**config.mk**
```make
export PLATFORM = sky130hd
export DESIGN_NAME = nvm_access
export DESIGN_NICKNAME = d
export VERILOG_FILES = /design/src/pkg/nvm_access_pkg.sv /design/src/hdl/nvm_access.sv
export VERILOG_INCLUDE_DIRS = /design/src /design/src/pkg
export SDC_FILE = /design/constraint.sdc
export NUM_CORES = 1
export LEC_CHECK = 0
export BUFFER_PORTS_ARGS = -buffer_cell sky130_fd_sc_hd__buf_2
export CORE_MARGIN = 2
export CORE_UTILIZATION = 45
export CTS_CLUSTER_SIZE = 28
export DETAILED_ROUTE_END_ITERATION = 7
export GPL_ROUTABILITY_DRIVEN = 0
export PLACE_DENSITY = 0.72
export SLEW_MARGIN = 20
export SYNTH_ARGS = -nofsm -noshare
export SYNTH_HDL_FRONTEND = slang
export SYNTH_SLANG_ARGS = --single-unit
```
**constraint.sdc**
```tcl
create_clock -name clk -period 2 [get_ports clk]
set_input_delay 0 -clock clk [delete_from_list [all_inputs] [get_ports clk]]
set_output_delay 0 -clock clk [all_outputs]
set_load 0.01 [all_outputs]
```
**src/pkg/nvm_access_map.svh**
```systemverilog
// Command codes, area bounds and reset values for the store access handler.
`ifndef NVM_ACCESS_MAP_SVH
`define NVM_ACCESS_MAP_SVH

// Command codes carried in the command phase of a general call.
`define CMD_LOAD_ADDR 8'h10
`define CMD_WRITE_BYTE 8'h12
`define CMD_READ_BYTE 8'h14

// Store areas by word address, inclusive bounds.
`define USER2_LO 15'h0080
`define USER2_HI 15'h03ff
`define CFG_UP_LO 15'h0050
`define CFG_UP_HI 15'h007e
`define RSVD_LO 15'h0040
`define RSVD_HI 15'h004e
`define USER1_LO 15'h0012
`define USER1_HI 15'h003e
`define CFG_LOW_LO 15'h0000
`define CFG_LOW_HI 15'h0010

// Reset values.
`define ADDR_RESET 16'h0000
`define BYTE_RESET 8'h00

`endif

```
**src/pkg/nvm_access_pkg.sv**
```systemverilog
// Types shared by the store access handler.
package nvm_access_pkg;

	// Transaction states, Gray coded along idle, command, address, data.
	typedef enum logic [2:0] {
		ST_IDLE = 3'b000,
		ST_CMD = 3'b001,
		ST_ADDR_HI = 3'b011,
		ST_ADDR_LO = 3'b010,
		ST_WDATA = 3'b110,
		ST_RDATA = 3'b111,
		ST_DISCARD = 3'b101
	} state_e;

	// Area classes of the nonvolatile store.
	typedef enum logic [2:0] {
		AREA_USER,
		AREA_CFG,
		AREA_RSVD,
		AREA_GAP
	} area_e;

endpackage : nvm_access_pkg

```
**src/hdl/nvm_access.sv**
```systemverilog
// General-call command handler for access to the nonvolatile store.
`timescale 1ns/10ps
`default_nettype none
`include "nvm_access_map.svh"

module nvm_access
	import nvm_access_pkg::*;
(
	input wire logic clk,
	input wire logic rst,
	input wire logic sum_ok,
	input wire logic gc_start,
	input wire logic gc_stop,
	input wire logic rx_valid,
	input wire logic [7:0] rx_data,
	input wire logic rd_req,
	input wire logic nvm_busy,
	input wire logic nvm_rvalid,
	input wire logic [7:0] nvm_rdata,
	output logic link_enable,
	output logic ack_valid,
	output logic ack,
	output logic tx_valid,
	output logic tx_ack,
	output logic [7:0] tx_data,
	output logic nvm_req,
	output logic nvm_we,
	output logic [15:0] nvm_addr,
	output logic [7:0] nvm_wdata
);

	// ==========================================================
	// Area decode
	// Byte address to word address, then into an area class.
	function automatic area_e classify(input logic [15:0] byte_addr);
		logic [14:0] w;
		w = byte_addr[15:1];
		if (w >= `USER2_LO && w <= `USER2_HI)
			classify = AREA_USER;
		else if (w >= `CFG_UP_LO && w <= `CFG_UP_HI)
			classify = AREA_CFG;
		else if (w >= `RSVD_LO && w <= `RSVD_HI)
			classify = AREA_RSVD;
		else if (w >= `USER1_LO && w <= `USER1_HI)
			classify = AREA_USER;
		else if (w <= `CFG_LOW_HI)
			classify = AREA_CFG;
		else
			classify = AREA_GAP;
	endfunction : classify

	// ==========================================================
	// State
	state_e state, next_state;
	logic sampled, next_sampled;
	logic next_link_enable;
	logic next_ack_valid, next_ack;
	logic next_tx_valid, next_tx_ack;
	logic [7:0] next_tx_data;
	logic next_nvm_req, next_nvm_we;
	logic [15:0] next_nvm_addr;
	logic [7:0] next_nvm_wdata;
	logic [7:0] addr_hi, next_addr_hi;
	logic hi_ok, next_hi_ok;
	logic rd_wait, next_rd_wait;
	logic rd_ready, next_rd_ready;
	logic [7:0] rd_buf, next_rd_buf;
	logic busy;

	// The request flop and an outstanding read count as busy, so a byte
	// arriving right behind an accepted access is never let through.
	assign busy = nvm_busy | nvm_req | rd_wait;

	// Next-value logic for the whole handler.
	always_comb begin
		next_state = state;
		next_sampled = 1'b1;
		next_link_enable = link_enable;
		next_ack_valid = 1'b0;
		next_ack = ack;
		next_tx_valid = 1'b0;
		next_tx_ack = tx_ack;
		next_tx_data = tx_data;
		next_nvm_req = 1'b0;
		next_nvm_we = nvm_we;
		next_nvm_addr = nvm_addr;
		next_nvm_wdata = nvm_wdata;
		next_addr_hi = addr_hi;
		next_hi_ok = hi_ok;
		next_rd_wait = rd_wait;
		next_rd_ready = rd_ready;
		next_rd_buf = rd_buf;
		if (!sampled)
			next_link_enable = sum_ok;
		// Read completion from the store.
		if (nvm_rvalid) begin
			next_rd_wait = 1'b0;
			next_rd_ready = 1'b1;
			next_rd_buf = nvm_rdata;
		end
		if (gc_start && link_enable)
			next_state = ST_CMD;
		else if (gc_stop)
			next_state = ST_IDLE;
		else if (rx_valid && state != ST_IDLE) begin
			next_ack_valid = 1'b1;
			next_ack = link_enable & ~busy;
			next_state = ST_DISCARD;
			case (state)
				ST_CMD: begin
					case (rx_data)
						`CMD_LOAD_ADDR: next_state = ST_ADDR_HI;
						`CMD_WRITE_BYTE: next_state = ST_WDATA;
						`CMD_READ_BYTE: begin
							next_state = ST_RDATA;
							// Drop stale data; a byte landing now wins.
							next_rd_ready = nvm_rvalid;
							if (link_enable && !busy) begin
								next_nvm_req = 1'b1;
								next_nvm_we = 1'b0;
								next_rd_wait = 1'b1;
							end
						end
						default: next_ack = 1'b0;
					endcase
					next_hi_ok = next_ack;
				end
				ST_ADDR_HI: begin
					next_addr_hi = rx_data;
					next_hi_ok = hi_ok & next_ack;
					next_state = ST_ADDR_LO;
				end
				ST_ADDR_LO: begin
					if (hi_ok && next_ack)
						next_nvm_addr = {addr_hi, rx_data};
				end
				ST_WDATA: begin
					if (hi_ok && next_ack &&
					    classify(nvm_addr) != AREA_RSVD) begin
						next_nvm_req = 1'b1;
						next_nvm_we = 1'b1;
						next_nvm_wdata = rx_data;
					end
					next_ack = hi_ok & next_ack;
				end
				// A second data byte or a stray write is refused.
				default: next_ack = 1'b0;
			endcase
		end else if (rd_req && state == ST_RDATA) begin
			next_tx_valid = 1'b1;
			next_tx_ack = link_enable & rd_ready;
			next_tx_data = rd_buf;
		end
	end

	// Registers; all outputs come straight from these flops.
	always_ff @(posedge clk or posedge rst) begin
		if (rst) begin
			state <= ST_IDLE;
			sampled <= 1'b0;
			link_enable <= 1'b0;
			ack_valid <= 1'b0;
			ack <= 1'b0;
			tx_valid <= 1'b0;
			tx_ack <= 1'b0;
			tx_data <= `BYTE_RESET;
			nvm_req <= 1'b0;
			nvm_we <= 1'b0;
			nvm_addr <= `ADDR_RESET;
			nvm_wdata <= `BYTE_RESET;
			addr_hi <= `BYTE_RESET;
			hi_ok <= 1'b0;
			rd_wait <= 1'b0;
			rd_ready <= 1'b0;
			rd_buf <= `BYTE_RESET;
		end else begin
			state <= next_state;
			sampled <= next_sampled;
			link_enable <= next_link_enable;
			ack_valid <= next_ack_valid;
			ack <= next_ack;
			tx_valid <= next_tx_valid;
			tx_ack <= next_tx_ack;
			tx_data <= next_tx_data;
			nvm_req <= next_nvm_req;
			nvm_we <= next_nvm_we;
			nvm_addr <= next_nvm_addr;
			nvm_wdata <= next_nvm_wdata;
			addr_hi <= next_addr_hi;
			hi_ok <= next_hi_ok;
			rd_wait <= next_rd_wait;
			rd_ready <= next_rd_ready;
			rd_buf <= next_rd_buf;
		end
	end
endmodule : nvm_access
`default_nettype wire

```
# == Word-level counts from Yosys, hierarchy flattened ==
# Index checks and enable logic that the tools add are counted.
# word_totals
regBits,62
latch_bits,0
ramBits,0
rom_bits,0
input_bits,25
out_inout_bits,39
memories,0
# classes
n_addsub,0
n_mul,0
n_div,0
order_cmp,9
n_eq_ne,12
n_shift,0
n_mux,48
bitwise_logic,9
n_reduce_logical,24
# ops
cell,n
$ge 15x7->1 const B,2
$le 15x7->1 const B,2
$mux 1,30
$eq 8x5->1 const B,3
$mux 3,7
$ge 15x5->1 const B,1
$ge 15x8->1 const B,1
$le 15x10->1 const B,1
$le 15x5->1 const B,1
$le 15x6->1 const B,1
$reduce_and 4->1,3
$logic_and 1x1->1,10
$mux 2,5
$reduce_and 5->1,2
$pmux 3 s3,1
$reduce_and 7->1,1
$eq 3x2->1 const B,2
$eq 3x3->1 const B,2
$ne 2x2->1 const B,3
$pmux 1 s2,3
$pmux 3 s2,1
$reduce_bool 3->1,2
$not 1->1,4
$reduce_bool 2->1,2
9 further kinds,12

# == Depth between registers and ports, before layout ==
# Gate-level depths: netlist of run 1.
# logic_depth
word_depth,17
ltp_mapped,7
depth_no_buf,6

# == Least setup slack after synthesis of run 1 ==
# OpenSTA, ideal clock, no wires.
# synth_timing
path_kind,register to register
from,register nvm_req
to,register nvm_wdata[0]
arrival_ns,1.921
t_required_ns,1.875
setup_slack_ns,-0.046
path_stages_with_launch,7
n_path_buf,1
synth_period_minus_slack_ns,2.046
cell_sequence,dfrtp_1 > nor4b_2 > and3_2 > nand3_1 > or2_2 > clkbuf_1 > mux2_2
# synth_via
elab_chain_cells,7
# synth_lines
element,line,text
from (decl),nvm_access.sv:26,"output logic nvm_req,"
from (signal assigned),nvm_access.sv:185,nvm_req <= next_nvm_req;
$or 1x1->1 (2 in series),nvm_access.sv:72,assign busy = nvm_busy | nvm_req | rd_wait;
$not 1->1,nvm_access.sv:107,next_ack = link_enable & ~busy;
$and 1x1->1,nvm_access.sv:107,
$logic_and 1x1->1 (2 in series),nvm_access.sv:138,if (hi_ok && next_ack &&
$reduce_and 5->1 (no line),-,
to (signal assigned),nvm_access.sv:170,nvm_wdata <= `BYTE_RESET;
to (signal assigned),nvm_access.sv:188,nvm_wdata <= next_nvm_wdata;
to (decl),nvm_access.sv:29,output logic [7:0] nvm_wdata
# Every way passes these cells.
# A chain may end at the register's enable or synchronous reset.

# == Worst setup path in the final report of run 1 ==
# layout_timing
from,register state[2]
to,register nvm_we
# layout_via
elab_chain_cells,3
elab_cells_between_ends,10
# layout_lines
element,line,text
from (decl),nvm_access.sv:54,"state_e state, next_state;"
from (signal assigned),nvm_access.sv:177,state <= next_state;
$eq 3x1->1 (tied with other cells),nvm_access.sv:109,case (state)
$ne 2x2->1 (no line) (tied with other cells),-,
$reduce_and 7->1 (no line),-,
to (signal assigned),nvm_access.sv:186,nvm_we <= next_nvm_we;
to (decl),nvm_access.sv:27,"output logic nvm_we,"
# Several ways; a longest one is shown, not always the timed one.

==> summary.md, run 1 <==
| Metric | Value |
|---|---|
| Status | `finished clean` |
| Placed inst area | `0.003082 mm2` |
| Clock-pin slew reported for the worst setup and hold paths after clock tree synthesis | `60 ps` |
| Total Routed Length | `5486 um` |
| Non-Filler Cell Area, Final | `0.003450 mm2` |
| Number of input and output port buffers inserted | `63` |
| Starting density of the core | `46.98%` |
| Initial antenna violation count | `0` |
| Worst supply voltage drop on vdd | `between 0.5 and 0.6 mV` |
| Multi-input gate area | `987.2 um2` |
| Die outline area | `0.006446 mm2` |
| Synth cell types | `39` |
| Area contributors post-synth | `sky130_fd_sc_hd__dfrtp_1, sky130_fd_sc_hd__mux2_2, sky130_fd_sc_hd__clkbuf_8` |
| Remaining Overflow, GRT | `0` |
| Via count normalized by instance count | `5.057` |
| Most common cell in the synthesized netlist | `sky130_fd_sc_hd__dfrtp_1` |
| Top post-synthesis cells by count | `sky130_fd_sc_hd__dfrtp_1, sky130_fd_sc_hd__mux2_2, sky130_fd_sc_hd__nand2_1` |
| Cell type with the largest total area after synthesis | `sky130_fd_sc_hd__dfrtp_1` |
| Buffers and inverters on the worst path | `0` |
| Slowest-stage cell, CP | `sky130_fd_sc_hd__or4b_4` |
| Number of antenna-violating nets in the routed design | `0` |
| Synthesis-stage register bit count | `62` |
| Final hold violations | `0` |
| Number of remaining DRC errors | `0` |
| Total clock buffers created by CTS | `9` |
| Final Net Count | `314` |
| Cell Rows | `27` |
| Clock latency on the worst-skew pair | `330 ps` |
| Maximum achievable frequency | `505.6 MHz` |
| Fraction of final layout cells with drive strength greater than 1 | `52.38%` |
| Post-placement cell count | `334` |
| Worst path arrival time | `2230 ps` |
| Die Y-Extent | `80.29 um` |
| Max-capacitance violation count | `0` |
| Type of the worst min-delay path | `input pin to register` |
| Total via count in the routed design | `between 1500 and 2000` |
| Clk root buf | `sky130_fd_sc_hd__clkbuf_8` |
| Endpoint kind of the worst setup timing path | `register` |
| Worst setup SP type | `register` |
| Layout area overhead | `31.72%` |
| TritonCTS clock tree | `done` |
| Tightest Pin Transition | `558.6 ps` |
| Setup repair after global routing missed its margin | `true` |
| Total count of max-transition violations in the final report | `0` |
| Fin Clk Skew | `5.976 ps` |
| DP Wirelength | `just under 4000 um` |
| Fraction of the yosys area taken by sequential cells | `slightly below 60%` |
| Post-synth net total | `217` |
| Wire length of the first global-routing pass | `8983 um` |
| Period utilization | `98.90%` |
| Setup slack after layout | `22.09 ps` |
| Total global-route track usage | `18.94%` |
| Fill cell instance count of the final layout | `463` |
| Average routed wire per standard cell | `14.99 um` |
| Average instance area after synthesis | `13.64 um2` |
| Combined flip-flop and latch cell area | `0.001551 mm2` |
| Post-layout min period | `around 2000 ps` |
| CP cell instances | `nor3b_2 -> or4b_4 -> or3b_4 -> a211oi_2 -> mux2i_1` |
| Total standard cell area after synthesis | `0.002619 mm2` |
| Power density cells | `755.4 mW/mm2` |
| DIE WIDTH | `80.29 um` |
| Longest individual stage delay on the worst path | `490 ps` |
| Non-filler instance count after layout | `366` |
| Post-synth ARST share | `100.0%` |
| Most used DFF post-synth | `sky130_fd_sc_hd__dfrtp_1` |
| Leak pwr | `1.798 nW` |
| Core region area | `approximately 0.0056 mm2` |
| Gate count after technology mapping | `around 190` |
| Post-layout utilization of the core | `61.89%` |
| First-pass iteration count of the detailed router | `4` |
| Antenna diode count | `0` |
| Via count of the first global-routing pass | `~1900` |
| TritonCTS Sinks | `62` |
| Total power consumption of the routed design | `2.606 mW` |
| Setup-failing EPs final | `0` |
| Worst path top cell family by delay | `simple AND/OR/NAND/NOR gates` |
| Warning count from the yosys run | `0` |
| Setup TNS after final layout | `0 ps` |
| Worst hold slack | `28.66 ps` |
| Biggest fanout along the worst timing path | `2` |
| Share of the synthesized area in the top cell type | `59.25%` |
| Top-level I/O count | `between 60 and 70` |
| Required time at the endpoint of the critical path | `approximately 2300 ps` |
| Max H-tree Level | `3` |
| Post-synth EDFFs | `0` |
| Type of the worst setup path | `register to register` |
| Tightest slew margin relative to the limit | `a little over three fifths` |
| Maximum number of pins on one net before global-route repair | `37` |
| Starting DRT DRC Count | `112` |
| Pre-CTS setup slack | `-48.24 ps` |
| Worst-case clock buffer depth | `2` |
worst register-to-register path, delay by kind of cell, from the launching register on:
kind	cells	cell delay, ps
AOI/OAI and AO/OA	1	240
muxes	1	210
and+or+nand+nor	3	1070
DFF	1	390
power by group:
group	switching, mW	leakage, nW	internal (mW)
Sequential	0.0170	0.821	1.29
Clock	0.458	0.106	0.637
Combinational	0.103	0.870	0.106
worst paths after layout:
path,startpoint,depth (start not counted),end,slack [ps]
max,state[2]$_DFFE_PP0P_,5,nvm_we$_DFFE_PP0P_,20
min reg2reg,ack$_DFFE_PP0P_,2,ack$_DFFE_PP0P_,480
min in group asynchronous,rst,3,tx_data[1]$_DFFE_PP0P_,270
max in group asynchronous,rst,4,nvm_addr[1]$_DFFE_PP0P_,1140
max reg2reg,state[2]$_DFFE_PP0P_,5,nvm_we$_DFFE_PP0P_,20
min,rx_data[5],3,nvm_wdata[5]$_DFFE_PP0P_,30
layout make-up:
cell class / count / area share, %
clock inverters: 4 / 1.306
clock buffers: 12 / 4.498
inverters: 6 / 0.6529
multi-input cells: 116 / 28.62
well taps: 72 / 2.612
repair buffers: 94 / 17.34
flip-flops and latches: 62 / 44.98
layout by cell type, fill, tap and decap left out, drive strengths merged, types with 2 or more instances in the layout:
cell type    count
buf             79
dfrtp           62
mux2            49
dlygate4sd3     15
clkbuf          12
nand2           11
nor3             6
nand3            6
o21ai            6
inv              6
nor2             4
a21oi            3
clkinv           3
nor4b            3
or4b             2
nand4            2
and3             2
or2              2
a211oi           2
timing repair:
item / CTS / global route
buffers inserted: 0 / 1
endpoints found under the setup margin: 1 / 2
hold buffers: 15 / 0
gates cloned: 0 / 0
pin swaps: 0 / 3
hold endpoints to repair: 44 / 0
gates resized for setup: 1 / 2
layer usage:
| layer | global-route usage [%] | up-vias | part of all wire [%] |
|---|---|---|---|
| met4 | 9.322 | 0 | 2.3 |
| met2 | 27.33 | 48 | 46 |
| met3 | 5.730 | 11 | 4.4 |
| met1 | 25.93 | 912 | 47 |
| li1 | - | 880 | - |
| met5 | 0 | - | 0 |
cells by family after synthesis:
logic type / after synthesis / synth area share [%]
XOR/XNOR: 1 / 0.3345
multiplexers: 50 / 21.45
AND/OR/NAND/NOR: 45 / 10.13
AO/OA/AOI/OAI: 19 / 4.922
flip-flops: 62 / 59.25
other: 1 / 0.1432
buffers and inverters: 14 / 3.774
flip-flops by register name, summed over array words and instances, names as in the netlist, 3 cells and up:
register   count
rd_buf         8
tx_data        8
addr_hi        8
state          3
nvm_addr      16
nvm_wdata      8
Note: power is estimated with default switching activity, not from simulation.
==> run 2, diff against run 1 <==
CORE_UTILIZATION = 47   (was 45)
HOLD_SLACK_MARGIN = 0.03   (was default)
PLACE_DENSITY = 0.74   (was 0.72)
==> run 2 against run 1 <==
Net effect:
- global-route usage is 1.3 points higher
- clock skew shrank 2.2 ps
- non-clock buffer count grew 3
- via count increased by 2.3%
- cell count grew 0.82%
- combinational power increased by 2%
- core utilization grew 2.4 points
- fmax shrank 0.63%
- flip-flop and latch count stayed put
- die area is 4.0% lower
- critical path depth unchanged
- clock power up 10%
==> summary.md, run 2 (synthesis results as in run 1) <==
| Metric | Value |
|---|---|
| Clock latency on the worst-skew pair | `340 ps (was 330 ps)` |
| Biggest fanout along the worst timing path | `3 (was 2)` |
| First-pass iteration count of the detailed router | `4 (unchanged)` |
| Total clock buffers created by CTS | `9 (unchanged)` |
| Power density cells | `777.3 mW/mm2 (was 755.4 mW/mm2)` |
| Flip-flop count of the largest register after layout | `16 (unchanged)` |
| DIE WIDTH | `78.65 um (was 80.29 um)` |
| Biggest register | `nvm_addr (unchanged)` |
| FF-to-FF path depth | `5 (unchanged)` |
| Highest-count cells in the layout ignoring fill and taps | `sky130_fd_sc_hd__buf_2, sky130_fd_sc_hd__dfrtp_1, sky130_fd_sc_hd__mux2_2 (unchanged)` |
| Status | `finished clean (unchanged)` |
| Worst hold slack | `42.79 ps (was 28.66 ps)` |
| GR Util met2 | `30.85% (was 27.33%)` |
| Required time at the endpoint of the critical path | `2270 ps (was 2250 ps)` |
| Tightest slew margin relative to the limit | `61.18% (was 62.71%)` |
| Die Y-Extent | `78.65 um (was 80.29 um)` |
| Pre-CTS setup slack | `-51.60 ps (was -48.24 ps)` |
| TritonCTS Sinks | `62 (unchanged)` |
| Combinational fraction of design power | `7.8% (was 8.0%)` |
| Worst-case clock buffer depth | `2 (unchanged)` |
| Number of antenna-violating nets in the routed design | `0 (unchanged)` |
| Worst path arrival time | `2260 ps (was 2230 ps)` |
| Tightest Pin Transition | `567.6 ps (was 558.6 ps)` |
| Internal portion of total power | `2.127 mW (was 2.029 mW)` |
| End point of the worst hold path | `nvm_addr[7]$_DFFE_PP0P_ (was nvm_wdata[5]$_DFFE_PP0P_)` |
| Wire length of the first global-routing pass | `9446 um (was 8983 um)` |
| Critical register-to-register path startpoint | `state[2]$_DFFE_PP0P_ (unchanged)` |
| Starting DRT DRC Count | `114 (was 112)` |
| Die outline area | `0.006185 mm2 (was 0.006446 mm2)` |
| Average routed wire per standard cell | `15.52 um (was 14.99 um)` |
| Post-layout min period | `1991 ps (was 1978 ps)` |
| Fraction of final layout cells with drive strength greater than 1 | `51.52% (was 52.38%)` |
| Leak pwr | `1.812 nW (was 1.798 nW)` |
| Endpoint kind of the worst setup timing path | `register (unchanged)` |
| Final Net Count | `317 (was 314)` |
| Max-capacitance violation count | `0 (unchanged)` |
| Core region area | `0.005439 mm2 (was 0.005574 mm2)` |
| Total Routed Length | `5726 um (was 5486 um)` |
| Met3 routing resource usage after global routing | `5.632% (was 5.730%)` |
| Reg-to-reg slack, setup | `9 ps (was 20 ps)` |
| Cell depth of the worst hold path | `3 (unchanged)` |
| Reg-to-reg endpoint | `nvm_we$_DFFE_PP0P_ (unchanged)` |
| Total power consumption of the routed design | `2.716 mW (was 2.606 mW)` |
| Hold Crit Start | `rx_data[7] (was rx_data[5])` |
| Number of remaining DRC errors | `0 (unchanged)` |
| Fin Clk Skew | `3.732 ps (was 5.976 ps)` |
| Starting density of the core | `48.15% (was 46.98%)` |
| Type of the worst min-delay path | `input pin to register (unchanged)` |
| Share of total power in sequential cells | `47.9% (was 50.0%)` |
| Final hold violations | `0 (unchanged)` |
| Via count normalized by instance count | `5.130 (was 5.057)` |
| Net switching power | `0.5896 mW (was 0.5772 mW)` |
| GRT Max-Usage Layer | `met2 (unchanged)` |
| Initial antenna violation count | `0 (unchanged)` |
| Worst setup SP type | `register (unchanged)` |
| Type of the worst setup path | `register to register (unchanged)` |
| Setup repair after global routing missed its margin | `true (unchanged)` |
| Fill cell instance count of the final layout | `433 (was 463)` |
| Via count of the first global-routing pass | `1948 (was 1852)` |
| Total global-route track usage | `20.22% (was 18.94%)` |
| Number of input and output port buffers inserted | `63 (unchanged)` |
| TritonCTS clock tree | `done (unchanged)` |
| Commonest non-fill, non-tap cell in the layout | `sky130_fd_sc_hd__buf_2 (unchanged)` |
| Setup-failing EPs final | `0 (unchanged)` |
| Clock network fraction of design power | `44.2% (was 42.0%)` |
| Total count of max-transition violations in the final report | `0 (unchanged)` |
| Worst supply voltage drop on vdd | `0.4717 mV (was 0.5399 mV)` |
| DP Wirelength | `3929 um (was 3849 um)` |
| Setup slack after layout | `9.451 ps (was 22.09 ps)` |
| Routing usage on met1 | `26.51% (was 25.93%)` |
| Top-level I/O count | `64 (unchanged)` |
| Max H-tree Level | `3 (unchanged)` |
| Clk root buf | `sky130_fd_sc_hd__clkbuf_8 (unchanged)` |
| Clock-pin slew reported for the worst setup and hold paths after clock tree synthesis | `70 ps (was 60 ps)` |
| Period utilization | `99.53% (was 98.90%)` |
| Switching share of power | `21.70% (was 22.15%)` |
| Antenna diode count | `0 (unchanged)` |
| Total via count in the routed design | `1893 (was 1851)` |
| Cell Rows | `27 (unchanged)` |
| Maximum achievable frequency | `502.4 MHz (was 505.6 MHz)` |
| Remaining Overflow, GRT | `0 (unchanged)` |
| Layout area overhead | `33.44% (was 31.72%)` |
| Setup TNS after final layout | `0 ps (unchanged)` |
| Maximum number of pins on one net before global-route repair | `36 (was 37)` |
-- run 2: timing repair --
| item | in CTS | in global routing |
|---|---|---|
| setup endpoints to repair | 1 | 5 |
| buffers inserted | 0 | 2 |
| pin swaps | 0 | 3 |
| hold buffers | 18 | 0 |
| resized for setup | 1 | 2 |
| hold endpoints to repair | 54 | 0 |
-- run 2: worst max-delay path by stage --
| stage | startpoint | to | slack, ps |
|---|---|---|---|
| global placement | rx_data[5] | nvm_we$_DFFE_PP0P_ | -30 |
| CTS | state[1]$_DFFE_PP0P_ | nvm_we$_DFFE_PP0P_ | 30 |
| finish | state[2]$_DFFE_PP0P_ | nvm_we$_DFFE_PP0P_ | 9 |
| detailed placement | rx_data[5] | nvm_we$_DFFE_PP0P_ | -50 |
| floorplan | nvm_req$_DFF_PP0_ | nvm_wdata[0]$_DFFE_PP0P_ | 10 |
| global route | state[2]$_DFFE_PP0P_ | nvm_we$_DFFE_PP0P_ | -80 |
-- run 2: power groups by stage --
stage	sequential [mW]	combinational (mW)	clock, mW
finish	1.30	0.213	1.20
global route	1.31	0.237	1.28
CTS	1.30	0.211	1.23
detailed placement	1.33	0.182	0
global placement	1.32	0.179	0
floorplan	1.32	0.109	0
-- run 2: stage by stage --
step / std cells / utilization, % / instance area, um2
after floorplan: 192 / - / 2628
after global placement: 333 / 56.52 / 3074
after global routing: 369 / 64.25 / 3495
after CTS: 367 / 63.88 / 3475
after detailed placement: 333 / 56.52 / 3074
final: 369 / 64.25 / 3495
-- run 2: per-layer routing --
layer,vias up,routed length (um)
met3,16,249
li1,887,-
met5,-,0
met2,45,2805
met1,945,2541
met4,0,130
-- run 2: layout make-up --
| class | instances | area [um2] | area share [%] |
|---|---|---|---|
| timing repair buffer | 97 | 628.1 | 17.97 |
| tap | 72 | 90.09 | 2.578 |
| inverter | 6 | 22.52 | 0.6445 |
| sequential | 62 | 1551 | 44.40 |
| clock inverter | 4 | 70.07 | 2.005 |
| clock buffer | 12 | 145.1 | 4.153 |
| multi-input combinational | 116 | 987.2 | 28.25 |
-- run 2: critical path, stage by stage, from the launching register on --
cell                       delay (ps)
sky130_fd_sc_hd__dfrtp_1          390
sky130_fd_sc_hd__nor3b_2          210
sky130_fd_sc_hd__or4b_4           510
sky130_fd_sc_hd__or3b_4           390
sky130_fd_sc_hd__a211oi_2         240
sky130_fd_sc_hd__mux2i_1          190
